**config.mk**
```make
export PLATFORM = sky130hd
export DESIGN_NAME = cst_config
export DESIGN_NICKNAME = d
export VERILOG_FILES = /design/src/hdl/cst_pkg.sv /design/src/hdl/cst_cobid_decode.sv /design/src/hdl/cst_sync_timer.sv /design/src/hdl/cst_config.sv
export VERILOG_INCLUDE_DIRS = /design/src /design/src/hdl
export SDC_FILE = /design/constraint.sdc
export NUM_CORES = 1
export LEC_CHECK = 0
export BUFFER_PORTS_ARGS = -buffer_cell sky130_fd_sc_hd__buf_2
export CORE_UTILIZATION = 55
export CTS_CLUSTER_SIZE = 25
export DETAILED_ROUTE_END_ITERATION = 8
export HOLD_SLACK_MARGIN = 0.15
export MAX_ROUTING_LAYER = met4
export PLACE_DENSITY = 0.76
export SKIP_CTS_REPAIR_TIMING = 1
export SYNTH_ARGS = -nofsm -noshare
export SYNTH_HDL_FRONTEND = slang
export SYNTH_SLANG_ARGS = --single-unit
```
**constraint.sdc**
```tcl
create_clock -name core_clk -period 18.1 [get_ports core_clk]
set_input_delay 3.62 -clock core_clk [delete_from_list [all_inputs] [get_ports core_clk]]
set_output_delay 3.62 -clock core_clk [all_outputs]
set_load 0.02 [all_outputs]
```
**src/hdl/cst_defines.svh**
```systemverilog
// register offsets, field positions, reset values and timing for the sync/time config block
`ifndef CST_DEFINES_SVH
`define CST_DEFINES_SVH

// register byte offsets
`define CST_ADDR_SYNC_COBID 8'h00
`define CST_ADDR_TIME_COBID 8'h04
`define CST_ADDR_SYNC_PERIOD 8'h08
`define CST_ADDR_MODE 8'h0c
`define CST_ADDR_NODE_ID 8'h10
`define CST_ADDR_STATUS 8'h14

// reset values
`define CST_RST_SYNC_COBID 32'h0000_0080
`define CST_RST_TIME_COBID 32'h0000_0100
`define CST_RST_SYNC_PERIOD_MS 16'h0014
`define CST_RST_NODE_ID 7'h21
`define CST_RST_ALIGN 1'h1

// identifier word layout
`define CST_COB_APPLY_BIT 31
`define CST_COB_GEN_BIT 30
`define CST_COB_ZERO_HI 28
`define CST_COB_ZERO_LO 11
`define CST_COB_ID_HI 10

// mode register layout
`define CST_MODE_MASTER_LSB 0
`define CST_MODE_RATE_LSB 4
`define CST_MODE_ALIGN_BIT 8

// status register layout
`define CST_STAT_TIME_APPLY 0
`define CST_STAT_TIME_TX 1
`define CST_STAT_SYNC_GEN 2
`define CST_STAT_MASTER 3
`define CST_STAT_OPER 4
`define CST_STAT_SYNC_BAD 5
`define CST_STAT_TIME_BAD 6
`define CST_STAT_NODE_LSB 8

// timing
`define CST_CLK_HZ 20000000
`define CST_SYNC_STEP_MS 10
`define CST_SYNC_STEP_CYCLES (`CST_SYNC_STEP_MS * (`CST_CLK_HZ / 1000))
`define CST_NODE_ID_MIN 7'h01

`endif

```
**src/hdl/cst_pkg.sv**
```systemverilog
// types shared by the sync/time config block
package cst_pkg;

   // network management role
   typedef enum logic [1:0] {
      cst_master_off,
      cst_master_default,
      cst_master_on
   } cst_master_t;

   // selectable bit rates, slowest first
   typedef enum logic [2:0] {
      cst_rate_20k,
      cst_rate_50k,
      cst_rate_100k,
      cst_rate_125k,
      cst_rate_250k,
      cst_rate_500k,
      cst_rate_800k,
      cst_rate_1000k
   } cst_rate_t;

   // ahb-lite data phase tracking
   typedef enum logic [1:0] {
      cst_bus_idle,
      cst_bus_write,
      cst_bus_read
   } cst_bus_t;

endpackage

```
**src/hdl/cst_cobid_decode.sv**
```systemverilog
// splits one sync/time identifier word into its fields
`timescale 1ns/100ps
`include "cst_defines.svh"

module cst_cobid_decode (
   input wire logic [31:0] cob_word,
   output logic [10:0] can_id,
   output logic apply_flag,
   output logic gen_flag,
   output logic bad_word
);

   // bit 29 is ignored on purpose, only 28..11 must be zero
   assign can_id = cob_word[`CST_COB_ID_HI:0];
   assign apply_flag = cob_word[`CST_COB_APPLY_BIT];
   assign gen_flag = cob_word[`CST_COB_GEN_BIT];
   assign bad_word = |cob_word[`CST_COB_ZERO_HI:`CST_COB_ZERO_LO];

endmodule

```
**src/hdl/cst_sync_timer.sv**
```systemverilog
// periodic sync pulse in whole 10 ms steps
`timescale 1ns/100ps
`include "cst_defines.svh"

module cst_sync_timer #(
   parameter int STEP_CYCLES = `CST_SYNC_STEP_CYCLES
) (
   input wire logic core_clk,
   input wire logic rst_b,
   input wire logic ce,
   input wire logic enable,
   input wire logic [15:0] period_ms,
   output logic sync_pulse
);

   logic [31:0] pre_cnt;
   logic [15:0] step_cnt;
   logic [15:0] steps;
   logic step_done;

   if (STEP_CYCLES < 1) begin : g_chk
      $error("STEP_CYCLES must be at least one");
   end

   // round the period up to the next step; zero means no sync
   assign steps = 16'((32'(period_ms) + 32'h9) / 32'ha);
   assign step_done = (pre_cnt == 32'(STEP_CYCLES - 1));

   // step prescaler restarts whenever the producer is off
   always_ff @(posedge core_clk or negedge rst_b) begin
      if (!rst_b) begin
         pre_cnt <= 32'h0;
      end else if (ce) begin
         if (!enable || step_done) begin
            pre_cnt <= 32'h0;
         end else begin
            pre_cnt <= pre_cnt + 32'h1;
         end
      end
   end

   // count steps and emit one-cycle pulse at the end of the period
   always_ff @(posedge core_clk or negedge rst_b) begin
      if (!rst_b) begin
         step_cnt <= 16'h0;
         sync_pulse <= 1'b0;
      end else if (ce) begin
         sync_pulse <= 1'b0;
         if (!enable || steps == 16'h0) begin
            step_cnt <= 16'h0;
         end else if (step_done) begin
            if (step_cnt >= steps - 16'h1) begin
               step_cnt <= 16'h0;
               sync_pulse <= 1'b1;
            end else begin
               step_cnt <= step_cnt + 16'h1;
            end
         end
      end
   end

endmodule

```
**src/hdl/cst_config.sv**
```systemverilog
// can interface sync/time object config, master decision and node id select
//
// Decided for this implementation: the AHB-Lite interface to the registers and the register offsets.
`timescale 1ns/100ps
`include "cst_defines.svh"

module cst_config #(
   parameter int SYNC_STEP_CYCLES = `CST_SYNC_STEP_CYCLES
) (
   input wire logic core_clk,
   input wire logic rst_b,
   input wire logic ce,
   input wire logic hsel,
   input wire logic [31:0] haddr,
   input wire logic [1:0] htrans,
   input wire logic hwrite,
   input wire logic [2:0] hsize,
   input wire logic [31:0] hwdata,
   input wire logic hready,
   output logic hreadyout,
   output logic hresp,
   output logic [31:0] hrdata,
   input wire logic [6:0] unit_number,
   input wire logic lowest_node_id,
   input wire logic start_remote_node,
   output logic [6:0] node_id,
   output logic [10:0] sync_cob_id,
   output logic [10:0] time_cob_id,
   output logic sync_pulse,
   output logic time_apply,
   output logic time_transmit,
   output logic [2:0] bit_rate_sel,
   output logic [10:0] bit_clks,
   output logic operational,
   output logic master_role
);

   // configuration registers
   logic [31:0] sync_cob;
   logic [31:0] time_cob;
   logic [15:0] sync_period_ms;
   cst_pkg::cst_master_t master_mode;
   cst_pkg::cst_rate_t rate;
   logic node_id_follows_unit_number;
   logic [6:0] node_id_cfg;

   // bus tracking
   cst_pkg::cst_bus_t bus_state;
   logic [7:0] addr_q;
   logic addr_ok_q;
   logic accept;
   logic addr_ok;
   logic [31:0] read_mux;

   // pin synchronisers
   logic [6:0] unit_meta;
   logic [6:0] unit_sync;
   logic lowest_meta;
   logic lowest_sync;

   // decoded objects, index 0 sync, index 1 time
   logic [31:0] cob_word [2];
   logic [10:0] cob_id [2];
   logic cob_apply [2];
   logic cob_gen [2];
   logic cob_bad [2];

   // next values of registered outputs
   logic next_apply;
   logic next_tx;
   logic next_master;
   logic [10:0] next_bit_clks;
   logic sync_pulse_raw;

   // address phase is taken whenever selected, ready and not idle/busy
   assign accept = hsel && hready && htrans[1];
   assign addr_ok = (haddr[31:5] == 27'h0) && (haddr[1:0] == 2'h0) && (haddr[4:0] <= 5'h14);

   // unit number and master hint are pins, two flops before use
   always_ff @(posedge core_clk or negedge rst_b) begin
      if (!rst_b) begin
         unit_meta <= 7'h0;
         unit_sync <= 7'h0;
         lowest_meta <= 1'b0;
         lowest_sync <= 1'b0;
      end else if (ce) begin
         unit_meta <= unit_number;
         unit_sync <= unit_meta;
         lowest_meta <= lowest_node_id;
         lowest_sync <= lowest_meta;
      end
   end

   // ahb-lite data phase: writes complete with no wait, reads take one wait
   always_ff @(posedge core_clk or negedge rst_b) begin
      if (!rst_b) begin
         bus_state <= cst_pkg::cst_bus_idle;
         addr_q <= 8'h0;
         addr_ok_q <= 1'b0;
         hreadyout <= 1'b1;
         hrdata <= 32'h0;
         hresp <= 1'b0;
      end else if (ce) begin
         hresp <= 1'b0; // only okay responses, error never shows
         if (bus_state == cst_pkg::cst_bus_read) begin
            hrdata <= read_mux;
            hreadyout <= 1'b1;
            bus_state <= cst_pkg::cst_bus_idle;
         end else if (accept) begin
            addr_q <= haddr[7:0];
            addr_ok_q <= addr_ok;
            hreadyout <= hwrite;
            bus_state <= hwrite ? cst_pkg::cst_bus_write : cst_pkg::cst_bus_read;
         end else begin
            bus_state <= cst_pkg::cst_bus_idle;
         end
      end
   end

   always_ff @(posedge core_clk or negedge rst_b) begin
      if (!rst_b) begin
         sync_cob <= `CST_RST_SYNC_COBID;
         time_cob <= `CST_RST_TIME_COBID;
      end else if (ce && bus_state == cst_pkg::cst_bus_write && addr_ok_q) begin
         if (addr_q == `CST_ADDR_SYNC_COBID) begin
            sync_cob <= hwdata;
         end
         if (addr_q == `CST_ADDR_TIME_COBID) begin
            time_cob <= hwdata;
         end
      end
   end

   always_ff @(posedge core_clk or negedge rst_b) begin
      if (!rst_b) begin
         sync_period_ms <= `CST_RST_SYNC_PERIOD_MS;
      end else if (ce && bus_state == cst_pkg::cst_bus_write && addr_ok_q &&
                   addr_q == `CST_ADDR_SYNC_PERIOD) begin
         sync_period_ms <= hwdata[15:0];
      end
   end

   // mode register: master role, bit rate, alignment
   always_ff @(posedge core_clk or negedge rst_b) begin
      if (!rst_b) begin
         master_mode <= cst_pkg::cst_master_default;
         rate <= cst_pkg::cst_rate_250k;
         node_id_follows_unit_number <= `CST_RST_ALIGN;
      end else if (ce && bus_state == cst_pkg::cst_bus_write && addr_ok_q && addr_q == `CST_ADDR_MODE) begin
         // code 3 names no role, so such a write keeps the old role
         if (hwdata[`CST_MODE_MASTER_LSB+:2] != 2'h3) begin
            master_mode <= cst_pkg::cst_master_t'(hwdata[`CST_MODE_MASTER_LSB+:2]);
         end
         rate <= cst_pkg::cst_rate_t'(hwdata[`CST_MODE_RATE_LSB+:3]);
         node_id_follows_unit_number <= hwdata[`CST_MODE_ALIGN_BIT];
      end
   end

   // node id write refused when zero, keeps the old value
   always_ff @(posedge core_clk or negedge rst_b) begin
      if (!rst_b) begin
         node_id_cfg <= `CST_RST_NODE_ID;
      end else if (ce && bus_state == cst_pkg::cst_bus_write && addr_ok_q &&
                   addr_q == `CST_ADDR_NODE_ID && hwdata[6:0] >= `CST_NODE_ID_MIN) begin
         node_id_cfg <= hwdata[6:0];
      end
   end

   // field split, one decoder per object
   assign cob_word[0] = sync_cob;
   assign cob_word[1] = time_cob;
   for (genvar i = 0; i < 2; i++) begin : g_cob
      cst_cobid_decode u_dec (
         .cob_word(cob_word[i]),
         .can_id(cob_id[i]),
         .apply_flag(cob_apply[i]),
         .gen_flag(cob_gen[i]),
         .bad_word(cob_bad[i])
      );
   end

   // master role: always in on mode, by lowest id in default mode
   always_comb begin
      next_master = 1'b0;
      unique case (master_mode)
         cst_pkg::cst_master_on: next_master = 1'b1;
         cst_pkg::cst_master_default: next_master = lowest_sync;
         cst_pkg::cst_master_off: next_master = 1'b0;
      endcase
   end

   // time apply/transmit decision per master mode
   always_comb begin
      next_apply = 1'b0;
      next_tx = 1'b0;
      unique case (master_mode)
         cst_pkg::cst_master_off: begin
            next_apply = cob_apply[1] | cob_gen[1];
            next_tx = cob_apply[1] & cob_gen[1];
         end
         // default mode, apply set needs master role to send
         cst_pkg::cst_master_default: begin
            next_apply = cob_apply[1];
            next_tx = cob_gen[1] & (~cob_apply[1] | lowest_sync);
         end
         cst_pkg::cst_master_on: begin
            next_apply = cob_apply[1];
            next_tx = cob_gen[1];
         end
      endcase
   end

   // bit time in core clocks for the selected rate
   always_comb begin
      unique case (rate)
         cst_pkg::cst_rate_20k: next_bit_clks = 11'(`CST_CLK_HZ / 20000);
         cst_pkg::cst_rate_50k: next_bit_clks = 11'(`CST_CLK_HZ / 50000);
         cst_pkg::cst_rate_100k: next_bit_clks = 11'(`CST_CLK_HZ / 100000);
         cst_pkg::cst_rate_125k: next_bit_clks = 11'(`CST_CLK_HZ / 125000);
         cst_pkg::cst_rate_250k: next_bit_clks = 11'(`CST_CLK_HZ / 250000);
         cst_pkg::cst_rate_500k: next_bit_clks = 11'(`CST_CLK_HZ / 500000);
         cst_pkg::cst_rate_800k: next_bit_clks = 11'(`CST_CLK_HZ / 800000);
         cst_pkg::cst_rate_1000k: next_bit_clks = 11'(`CST_CLK_HZ / 1000000);
      endcase
   end

   // operational state, only off mode needs the remote start
   always_ff @(posedge core_clk or negedge rst_b) begin
      if (!rst_b) begin
         operational <= 1'b0;
      end else if (ce && !operational) begin
         operational <= (master_mode != cst_pkg::cst_master_off) || start_remote_node;
      end
   end

   // sync producer runs only when generating and operational
   cst_sync_timer #(
      .STEP_CYCLES(SYNC_STEP_CYCLES)
   ) u_sync_timer (
      .core_clk(core_clk),
      .rst_b(rst_b),
      .ce(ce),
      .enable(cob_gen[0] && operational),
      .period_ms(sync_period_ms),
      .sync_pulse(sync_pulse_raw)
   );

   // sync pulse leaves through a flop; timer output already clean
   always_ff @(posedge core_clk or negedge rst_b) begin
      if (!rst_b) begin
         sync_pulse <= 1'b0;
      end else if (ce) begin
         sync_pulse <= sync_pulse_raw;
      end
   end

   always_ff @(posedge core_clk or negedge rst_b) begin
      if (!rst_b) begin
         time_apply <= 1'b0;
         time_transmit <= 1'b0;
         master_role <= 1'b0;
         sync_cob_id <= 11'h0;
         time_cob_id <= 11'h0;
      end else if (ce) begin
         time_apply <= next_apply;
         time_transmit <= next_tx;
         master_role <= next_master;
         sync_cob_id <= cob_id[0];
         time_cob_id <= cob_id[1];
      end
   end

   // node id follows the unit number while alignment is on
   // all nodes share the rate; the block only presents it
   always_ff @(posedge core_clk or negedge rst_b) begin
      if (!rst_b) begin
         node_id <= 7'h0;
         bit_rate_sel <= 3'h0;
         bit_clks <= 11'h0;
      end else if (ce) begin
         node_id <= node_id_follows_unit_number ? unit_sync : node_id_cfg;
         bit_rate_sel <= rate;
         bit_clks <= next_bit_clks;
      end
   end

   // read mux; node id register hides its setting while aligned
   always_comb begin
      read_mux = 32'h0;
      if (addr_ok_q) begin
         unique case (addr_q)
            `CST_ADDR_SYNC_COBID: read_mux = sync_cob;
            `CST_ADDR_TIME_COBID: read_mux = time_cob;
            `CST_ADDR_SYNC_PERIOD: read_mux = {16'h0, sync_period_ms};
            `CST_ADDR_MODE: begin
               read_mux[`CST_MODE_MASTER_LSB+:2] = master_mode;
               read_mux[`CST_MODE_RATE_LSB+:3] = rate;
               read_mux[`CST_MODE_ALIGN_BIT] = node_id_follows_unit_number;
            end
            `CST_ADDR_NODE_ID: read_mux = node_id_follows_unit_number ? 32'h0 : {25'h0, node_id_cfg};
            `CST_ADDR_STATUS: begin
               read_mux[`CST_STAT_TIME_APPLY] = time_apply;
               read_mux[`CST_STAT_TIME_TX] = time_transmit;
               read_mux[`CST_STAT_SYNC_GEN] = cob_gen[0] && operational;
               read_mux[`CST_STAT_MASTER] = master_role;
               read_mux[`CST_STAT_OPER] = operational;
               read_mux[`CST_STAT_SYNC_BAD] = cob_bad[0];
               read_mux[`CST_STAT_TIME_BAD] = cob_bad[1];
               read_mux[`CST_STAT_NODE_LSB+:7] = node_id;
            end
            default: read_mux = 32'h0;
         endcase
      end
   end

   // hsize unused: every access is treated as a whole word
   logic unused_ok;
   assign unused_ok = ^hsize;

endmodule

```
* Yosys cells after proc, flatten, opt, wreduce, memory -nomap -nowiden
Memories as Yosys holds them, arrays and structs flattened. A register that Yosys moved wholly into a read port is not among the register bits.
Index checks and enable logic that the tools add are counted.
** Storage, ports and cells
- Bits in read-only memories :: 72
- Word-level logic and storage cells :: 116
- Register bits :: 250
- Memories :: 1
- Output and inout bits :: 82
** Memory list
- (name not given) :: depth 8, width 9, read ports 1, clocked after Yosys merged registers in 1, write ports 0, RTL line cst_config.sv:215 : unique case (rate)
** Operators by class
- Equality and inequality tests :: 11
- Bitwise logic cells :: 6
- Magnitude comparators :: 3
- Add/subtract/negate cells :: 4
- Div/mod/pow operators :: 1
- Multiplexer cells :: 25
- Reductions and logical operators :: 36
** Operators by type and width (number)
- $pmux 17 s4 :: 1
- $mux 32 :: 2
- $mux 16 :: 3
- $reduce_or 18->1 :: 2
- $add 32x1->32 const B :: 1
- $div 32x4->32 const B :: 1
- $eq 32x18->1 const B :: 1
- $pmux 6 s5 :: 1
- $logic_not 27->1 :: 1
- $pmux 3 s6 :: 1
- $add 16x4->17 const B :: 1
- $add 16x1->16 const B :: 1
- $eq 8x4->1 const B :: 2
- $eq 8x5->1 const B :: 2
- $ge 16x16->1 :: 1
- $logic_not 16->1 :: 1
- $sub 16x1->16 const B :: 1
- $mux 7 :: 2
- $logic_and 1x1->1 :: 12
- $pmux 2 s6 :: 1
- $reduce_and 2->1 :: 6
- $pmux 2 s5 :: 1
- $eq 8x3->1 const B :: 1
- $logic_not 8->1 :: 1
- 20 further kinds :: 39

* Depth between registers and ports, before layout
- Word-level depth :: 7
- Mapped depth :: 41

* Hierarchy
Synthesis repeated with hierarchy kept, for this count alone.
** Second synthesis, totals
- Cells, all modules :: 1401
- Area total of the unflattened synthesis :: 14575.2 sq um
** By module, submodules not included
- cst_config :: area an instance 8742.1 sq um, instances 1, cells an instance 662
- cst_sync_timer :: area an instance 5560.3 sq um, instances 1, cells an instance 701
- cst_cobid_decode :: area an instance 136.4 sq um, instances 2, cells an instance 19

* Least setup slack after synthesis
OpenSTA, ideal clock, no wires.
- Path type :: register to register
- Start :: register sync_period_ms[4]
- End :: register u_sync_timer.step_cnt[11]
- Required time :: 18.018 ns
- Clock period less this slack :: 9.008 ns
- Path slack :: 9.092 ns
- Setup time :: 0.082 ns
- Path buffers :: 4
- Stages on the path, launching flop included :: 40
- Data arrival time :: 8.926 ns
- Cell sequence :: dfstp_2 -> buf_2 -> nand2_1 -> nor4_2 -> xnor2_1 -> nand2_1 -> a2111o_1 -> o221ai_1 -> a21oi_1 -> or3_4 -> and3_1 -> o31a_1 -> or2_1 -> buf_2 -> a21oi_1 -> a311o_1 -> nor3_4 -> nor2_2 -> [... 4 more ...] -> xnor2_1 -> ha_1 -> a21o_1 -> a21o_1 -> a21o_1 -> a21o_1 -> a21o_1 -> a21o_1 -> a21o_1 -> a21o_1 -> a21o_1 -> a21o_1 -> a211oi_1 -> o31ai_1 -> nor3_1 -> clkbuf_1 -> a31oi_1 -> a31oi_1
** On the way
- Cells in the longest elaborated chain, start to end :: 7
** Ends and longest elaborated chain
- from (decl) :: RTL line cst_config.sv:41 : logic [15:0] sync_period_ms;
- from (signal assigned) :: RTL line cst_config.sv:136 : sync_period_ms <= `CST_RST_SYNC_PERIOD_MS;
- from (signal assigned) :: RTL line cst_config.sv:139 : sync_period_ms <= hwdata[15:0];
- $add 16x4->17 * :: RTL line cst_sync_timer.sv:26 : assign steps = 16'((32'(period_ms) + 32'h9) / 32'ha);
- $div 32x4->32 * :: RTL line cst_sync_timer.sv:26
- $sub 16x1->16 :: RTL line cst_sync_timer.sv:52 : if (step_cnt >= steps - 16'h1) begin
- $ge 16x16->1 :: RTL line cst_sync_timer.sv:52
- $mux 16 :: RTL line cst_sync_timer.sv:52
- $mux 16 :: RTL line cst_sync_timer.sv:51 : end else if (step_done) begin
- $mux 16 :: RTL line cst_sync_timer.sv:49 : if (!enable || steps == 16'h0) begin
- to (signal assigned) :: RTL line cst_sync_timer.sv:56 : step_cnt <= step_cnt + 16'h1;
- to (decl) :: RTL line cst_sync_timer.sv:17 : logic [15:0] step_cnt;
Every way passes the cells marked *; elsewhere a longest branch is shown, timed or not. The select of a mux whose other input is x is not followed.
A chain may end at the register's enable or synchronous reset.

* Final worst setup path
- Start :: register sync_period_ms[5]
- End :: register u_sync_timer.step_cnt[1]
Same word-level chain as after synthesis.

==> impl_metrics.xml <==
<?xml version="1.0" encoding="UTF-8"?>
<metrics>
  <group name="clocking">
    <metric name="cts_made_buffers" unit="">24</metric>
    <metric name="path_clk_slew" unit="ns">0.06</metric>
    <metric name="clock_latency" unit="ns">0.51</metric>
    <metric name="clock_tree.root_cell" unit="">clkbuf_16</metric>
    <metric name="cts_tree" unit="">built</metric>
    <metric name="numClockSinks" unit="">248</metric>
    <metric name="h-tree-depth" unit="">1</metric>
    <metric name="cts.path.max_buffers" unit="">3</metric>
  </group>
  <group name="flow_run">
    <metric name="count_of_max_cap_constraint_violations" unit="">0</metric>
  </group>
  <group name="floorplanning">
    <metric name="core" unit="µm²">24600</metric>
    <metric name="die_width" unit="µm">161.1</metric>
    <metric name="die_height" unit="µm">161.1</metric>
    <metric name="area_enclosed_by_the_die_boundary" unit="µm²">25950</metric>
    <metric name="placementRows" unit="">57</metric>
    <metric name="initial_core_util" unit="%">56.59</metric>
    <metric name="design.portCount" unit="">166</metric>
  </group>
  <group name="placement">
    <metric name="placed_cell_area" unit="µm²">14910</metric>
    <metric name="detailedPlacementHpwl" unit="mm">25.78</metric>
    <metric name="io_buffers" unit="">158</metric>
    <metric name="globalplace.congestion" unit="">0.9140</metric>
  </group>
  <group name="critical_path">
    <metric name="cp_max_fo" unit="">18</metric>
    <metric name="worstPathArrival" unit="ns">10.97</metric>
    <metric name="endpoint_kind" unit="">register</metric>
    <metric name="critPathSlowestCell" unit="">nor2_1</metric>
    <metric name="crit_path_start_kind" unit="">register</metric>
    <metric name="crit_required" unit="ns">18.55</metric>
    <metric name="crit_top_cell" unit="">a21o_1</metric>
    <metric name="cpPeakStageDelay" unit="ns">0.70</metric>
    <metric name="worst-setup-path-type" unit="">reg2reg</metric>
  </group>
  <group name="synth">
    <metric name="netlist_top_cells_area" unit="">dfrtp_1, mux2_2, nor2_1</metric>
    <metric name="synthesis.yosys.warnings" unit="">0</metric>
    <metric name="synthesis.instances" unit="">1377</metric>
    <metric name="post-synth-top-area-fraction" unit="%">42.77</metric>
    <metric name="synth_area_leader_cell" unit="">dfrtp_1</metric>
    <metric name="post_synth.cell_area_avg" unit="µm²">10.11</metric>
    <metric name="post_synth_instance_area" unit="µm²">13920</metric>
    <metric name="synth_enable_flop_cells" unit="">0</metric>
    <metric name="synth_common_cells" unit="">dfrtp_1, mux2_2, nor2_1, nand2_1, o21ai_0</metric>
    <metric name="synth_most_common_cell" unit="">dfrtp_1</metric>
    <metric name="synth_sequential_area_ratio" unit="%">44.66</metric>
    <metric name="synth_top_flop_cell" unit="">dfrtp_1</metric>
    <metric name="synth_async_sr_flop_share" unit="%">100.0</metric>
    <metric name="synth.ff_latch_count" unit="">248</metric>
    <metric name="synth.lib_cells_used.distinct" unit="">96</metric>
  </group>
  <group name="power_and_ir_drop">
    <metric name="power_density" unit="nW/µm²">72.11</metric>
    <metric name="vdd_ir_drop_max" unit="V">0.00006467</metric>
    <metric name="finalPower" unit="mW">1.132</metric>
    <metric name="cellLeakagePower" unit="nW">7.438</metric>
  </group>
  <group name="sta">
    <metric name="timing.final.hold_violations" unit="">0</metric>
    <metric name="fin_worst_skew" unit="ns">0.009119</metric>
    <metric name="max_clock_freq" unit="MHz">94.97</metric>
    <metric name="layout_worst_path_cycle_share" unit="%">58.17</metric>
    <metric name="rsz0062_at_grt" unit="">no</metric>
    <metric name="timing.final.max_slew_violations" unit="">0</metric>
    <metric name="setup_viol_count_final" unit="">0</metric>
    <metric name="timing.final.crit_period" unit="ns">10.53</metric>
    <metric name="slew_headroom" unit="%">15.24</metric>
    <metric name="fin_setup_tns" unit="ns">0</metric>
    <metric name="worstMarginPinSlew" unit="ns">1.262</metric>
  </group>
  <group name="outcome">
    <metric name="result_of_the_run" unit="">finished, final reports clean</metric>
  </group>
  <group name="grt">
    <metric name="grt_pass1_vias" unit="">11140</metric>
    <metric name="initial_antenna_violation_count" unit="">1</metric>
    <metric name="first_pass_grt_wire_length" unit="mm">59.28</metric>
    <metric name="met3_usage" unit="%">3.416</metric>
    <metric name="global_route.peak_usage_layer" unit="">met2</metric>
    <metric name="globalRouteMet2Util" unit="%">47.47</metric>
    <metric name="globalRouteTotalUtil" unit="%">29.19</metric>
    <metric name="grt_max_degree" unit="">108</metric>
    <metric name="met1_usage" unit="%">38.83</metric>
    <metric name="grt_overflow" unit="">0</metric>
  </group>
  <group name="layout">
    <metric name="nFillCells" unit="">1988</metric>
    <metric name="layout-area-overhead-vs-synth" unit="%">12.72</metric>
    <metric name="final_layout_size_suffix_gt1_share" unit="%">27.15</metric>
    <metric name="design.final.nets" unit="">1610</metric>
    <metric name="final_cell_area" unit="µm²">15690</metric>
    <metric name="postLayoutCoreUtil" unit="%">63.78</metric>
  </group>
  <group name="drt">
    <metric name="post_drt_via_cell_ratio" unit="">6.302</metric>
    <metric name="route.detailed.wl_per_inst" unit="µm">19.89</metric>
    <metric name="final_antenna_net_count" unit="">0</metric>
    <metric name="route.detailed.drc" unit="">0</metric>
    <metric name="route.vias.total" unit="">11590</metric>
    <metric name="finalWirelength" unit="mm">36.58</metric>
    <metric name="firstDrtPassIters" unit="">8</metric>
    <metric name="violation_count_after_the_first_detailed_routing_iteration" unit="">1408</metric>
  </group>
  <group name="worst_hold_path">
    <metric name="hp-class" unit="">reg2reg</metric>
  </group>
</metrics>
## per-layer routing
layer	wire, µm	vias to the layer above
met2	17660	455
met3	2235	63
met5	0	-
met1	15780	5735
li1	-	5336
met4	903	0
## metrics by stage
stage / setup WS, ns / hold slack (ns) / instances
floorplan: 9.092 / 0.4569 / 1379
global placement: 7.892 / 0.4604 / 1794
detailed placement: 7.796 / 0.4655 / 1794
CTS: 7.744 / 0.4816 / 1838
global route: 6.966 / 0.5066 / 1839
finish: 7.571 / 0.4791 / 1839
## sequential cells by signal, indices dropped and copies added (netlist names), 2 cells and up
name                   cells
unit_sync                  7
node_id_cfg                7
u_sync_timer.step_cnt     16
addr_q                     8
bus_state                  2
sync_cob                  32
rate                       3
master_mode                2
bit_rate_sel               3
hrdata                    32
u_sync_timer.pre_cnt      32
sync_cob_id               11
time_cob                  32
bit_clks                   9
node_id                    7
unit_meta                  7
sync_period_ms            16
time_cob_id               11
## worst max-delay path: cells and delay by family, from the launching register on
kind	cells	cell delay [ns]
DFF	1	0.64
adders and majority gates	2	0.66
and+or+nand+nor	9	3.11
muxes	2	0.70
AOI/OAI and AO/OA	20	4.85
xor gates and xnor gates	2	0.49
## power by group
group / switching (mW) / internal [mW]
combinational: 0.0421 / 0.0223
sequential: 0.0101 / 0.566
clock: 0.205 / 0.286
## final timing paths
check	endpoint	cells after the start	slack, ns	from
max in group asynchronous	hrdata[21]$_DFFE_PN0P_	2	13.49	rst_b
setup reg to reg	u_sync_timer.step_cnt[1]$_DFFE_PN0P_	35	7.57	sync_period_ms[5]$_DFFE_PN0P_
setup / recovery	u_sync_timer.step_cnt[1]$_DFFE_PN0P_	35	7.57	sync_period_ms[5]$_DFFE_PN0P_
hold / removal	hrdata[16]$_DFFE_PN0P_	2	0.48	hrdata[16]$_DFFE_PN0P_
hold reg to reg	hrdata[16]$_DFFE_PN0P_	2	0.48	hrdata[16]$_DFFE_PN0P_
min in group asynchronous	bit_rate_sel[2]$_DFFE_PN0P_	1	3.17	rst_b
## layout make-up
cell class	count	area [µm²]	area share, %
multi-input cells	1017	7258	46.25
flip-flops and latches	248	6218	39.62
repair buffers	170	893.4	5.692
clock buffers	40	762.0	4.855
well taps	324	405.4	2.583
inverters	35	131.4	0.8371
clock inverters	4	22.52	0.1435
diodes	1	2.502	0.01595
## layout by cell type (no fill, tap or decap), types with 25 or more instances in the layout
cell	n
inv_1	35
xor2_1	32
buf_2	156
nand2_1	105
dfrtp_1	238
clkbuf_16	25
ha_1	30
and3_1	32
a22oi_1	29
nor4_1	30
nor2_1	111
a31oi_1	29
a21oi_1	59
nand3_1	58
o21ai_0	68
mux2_2	153
## logic make-up (layout without fill, tap and decap cells)
group,after synthesis,in the layout,synth area share (%)
mux,169,169,13.61
compound gates,309,309,15.58
buf+inv,114,249,3.370
fa+ha+maj,30,30,2.696
simple gates,450,450,16.53
other cells,1,4,0.02693
xor+xnor,56,56,3.523
flops,248,248,44.66
Note: power is estimated with default switching activity, not from simulation.
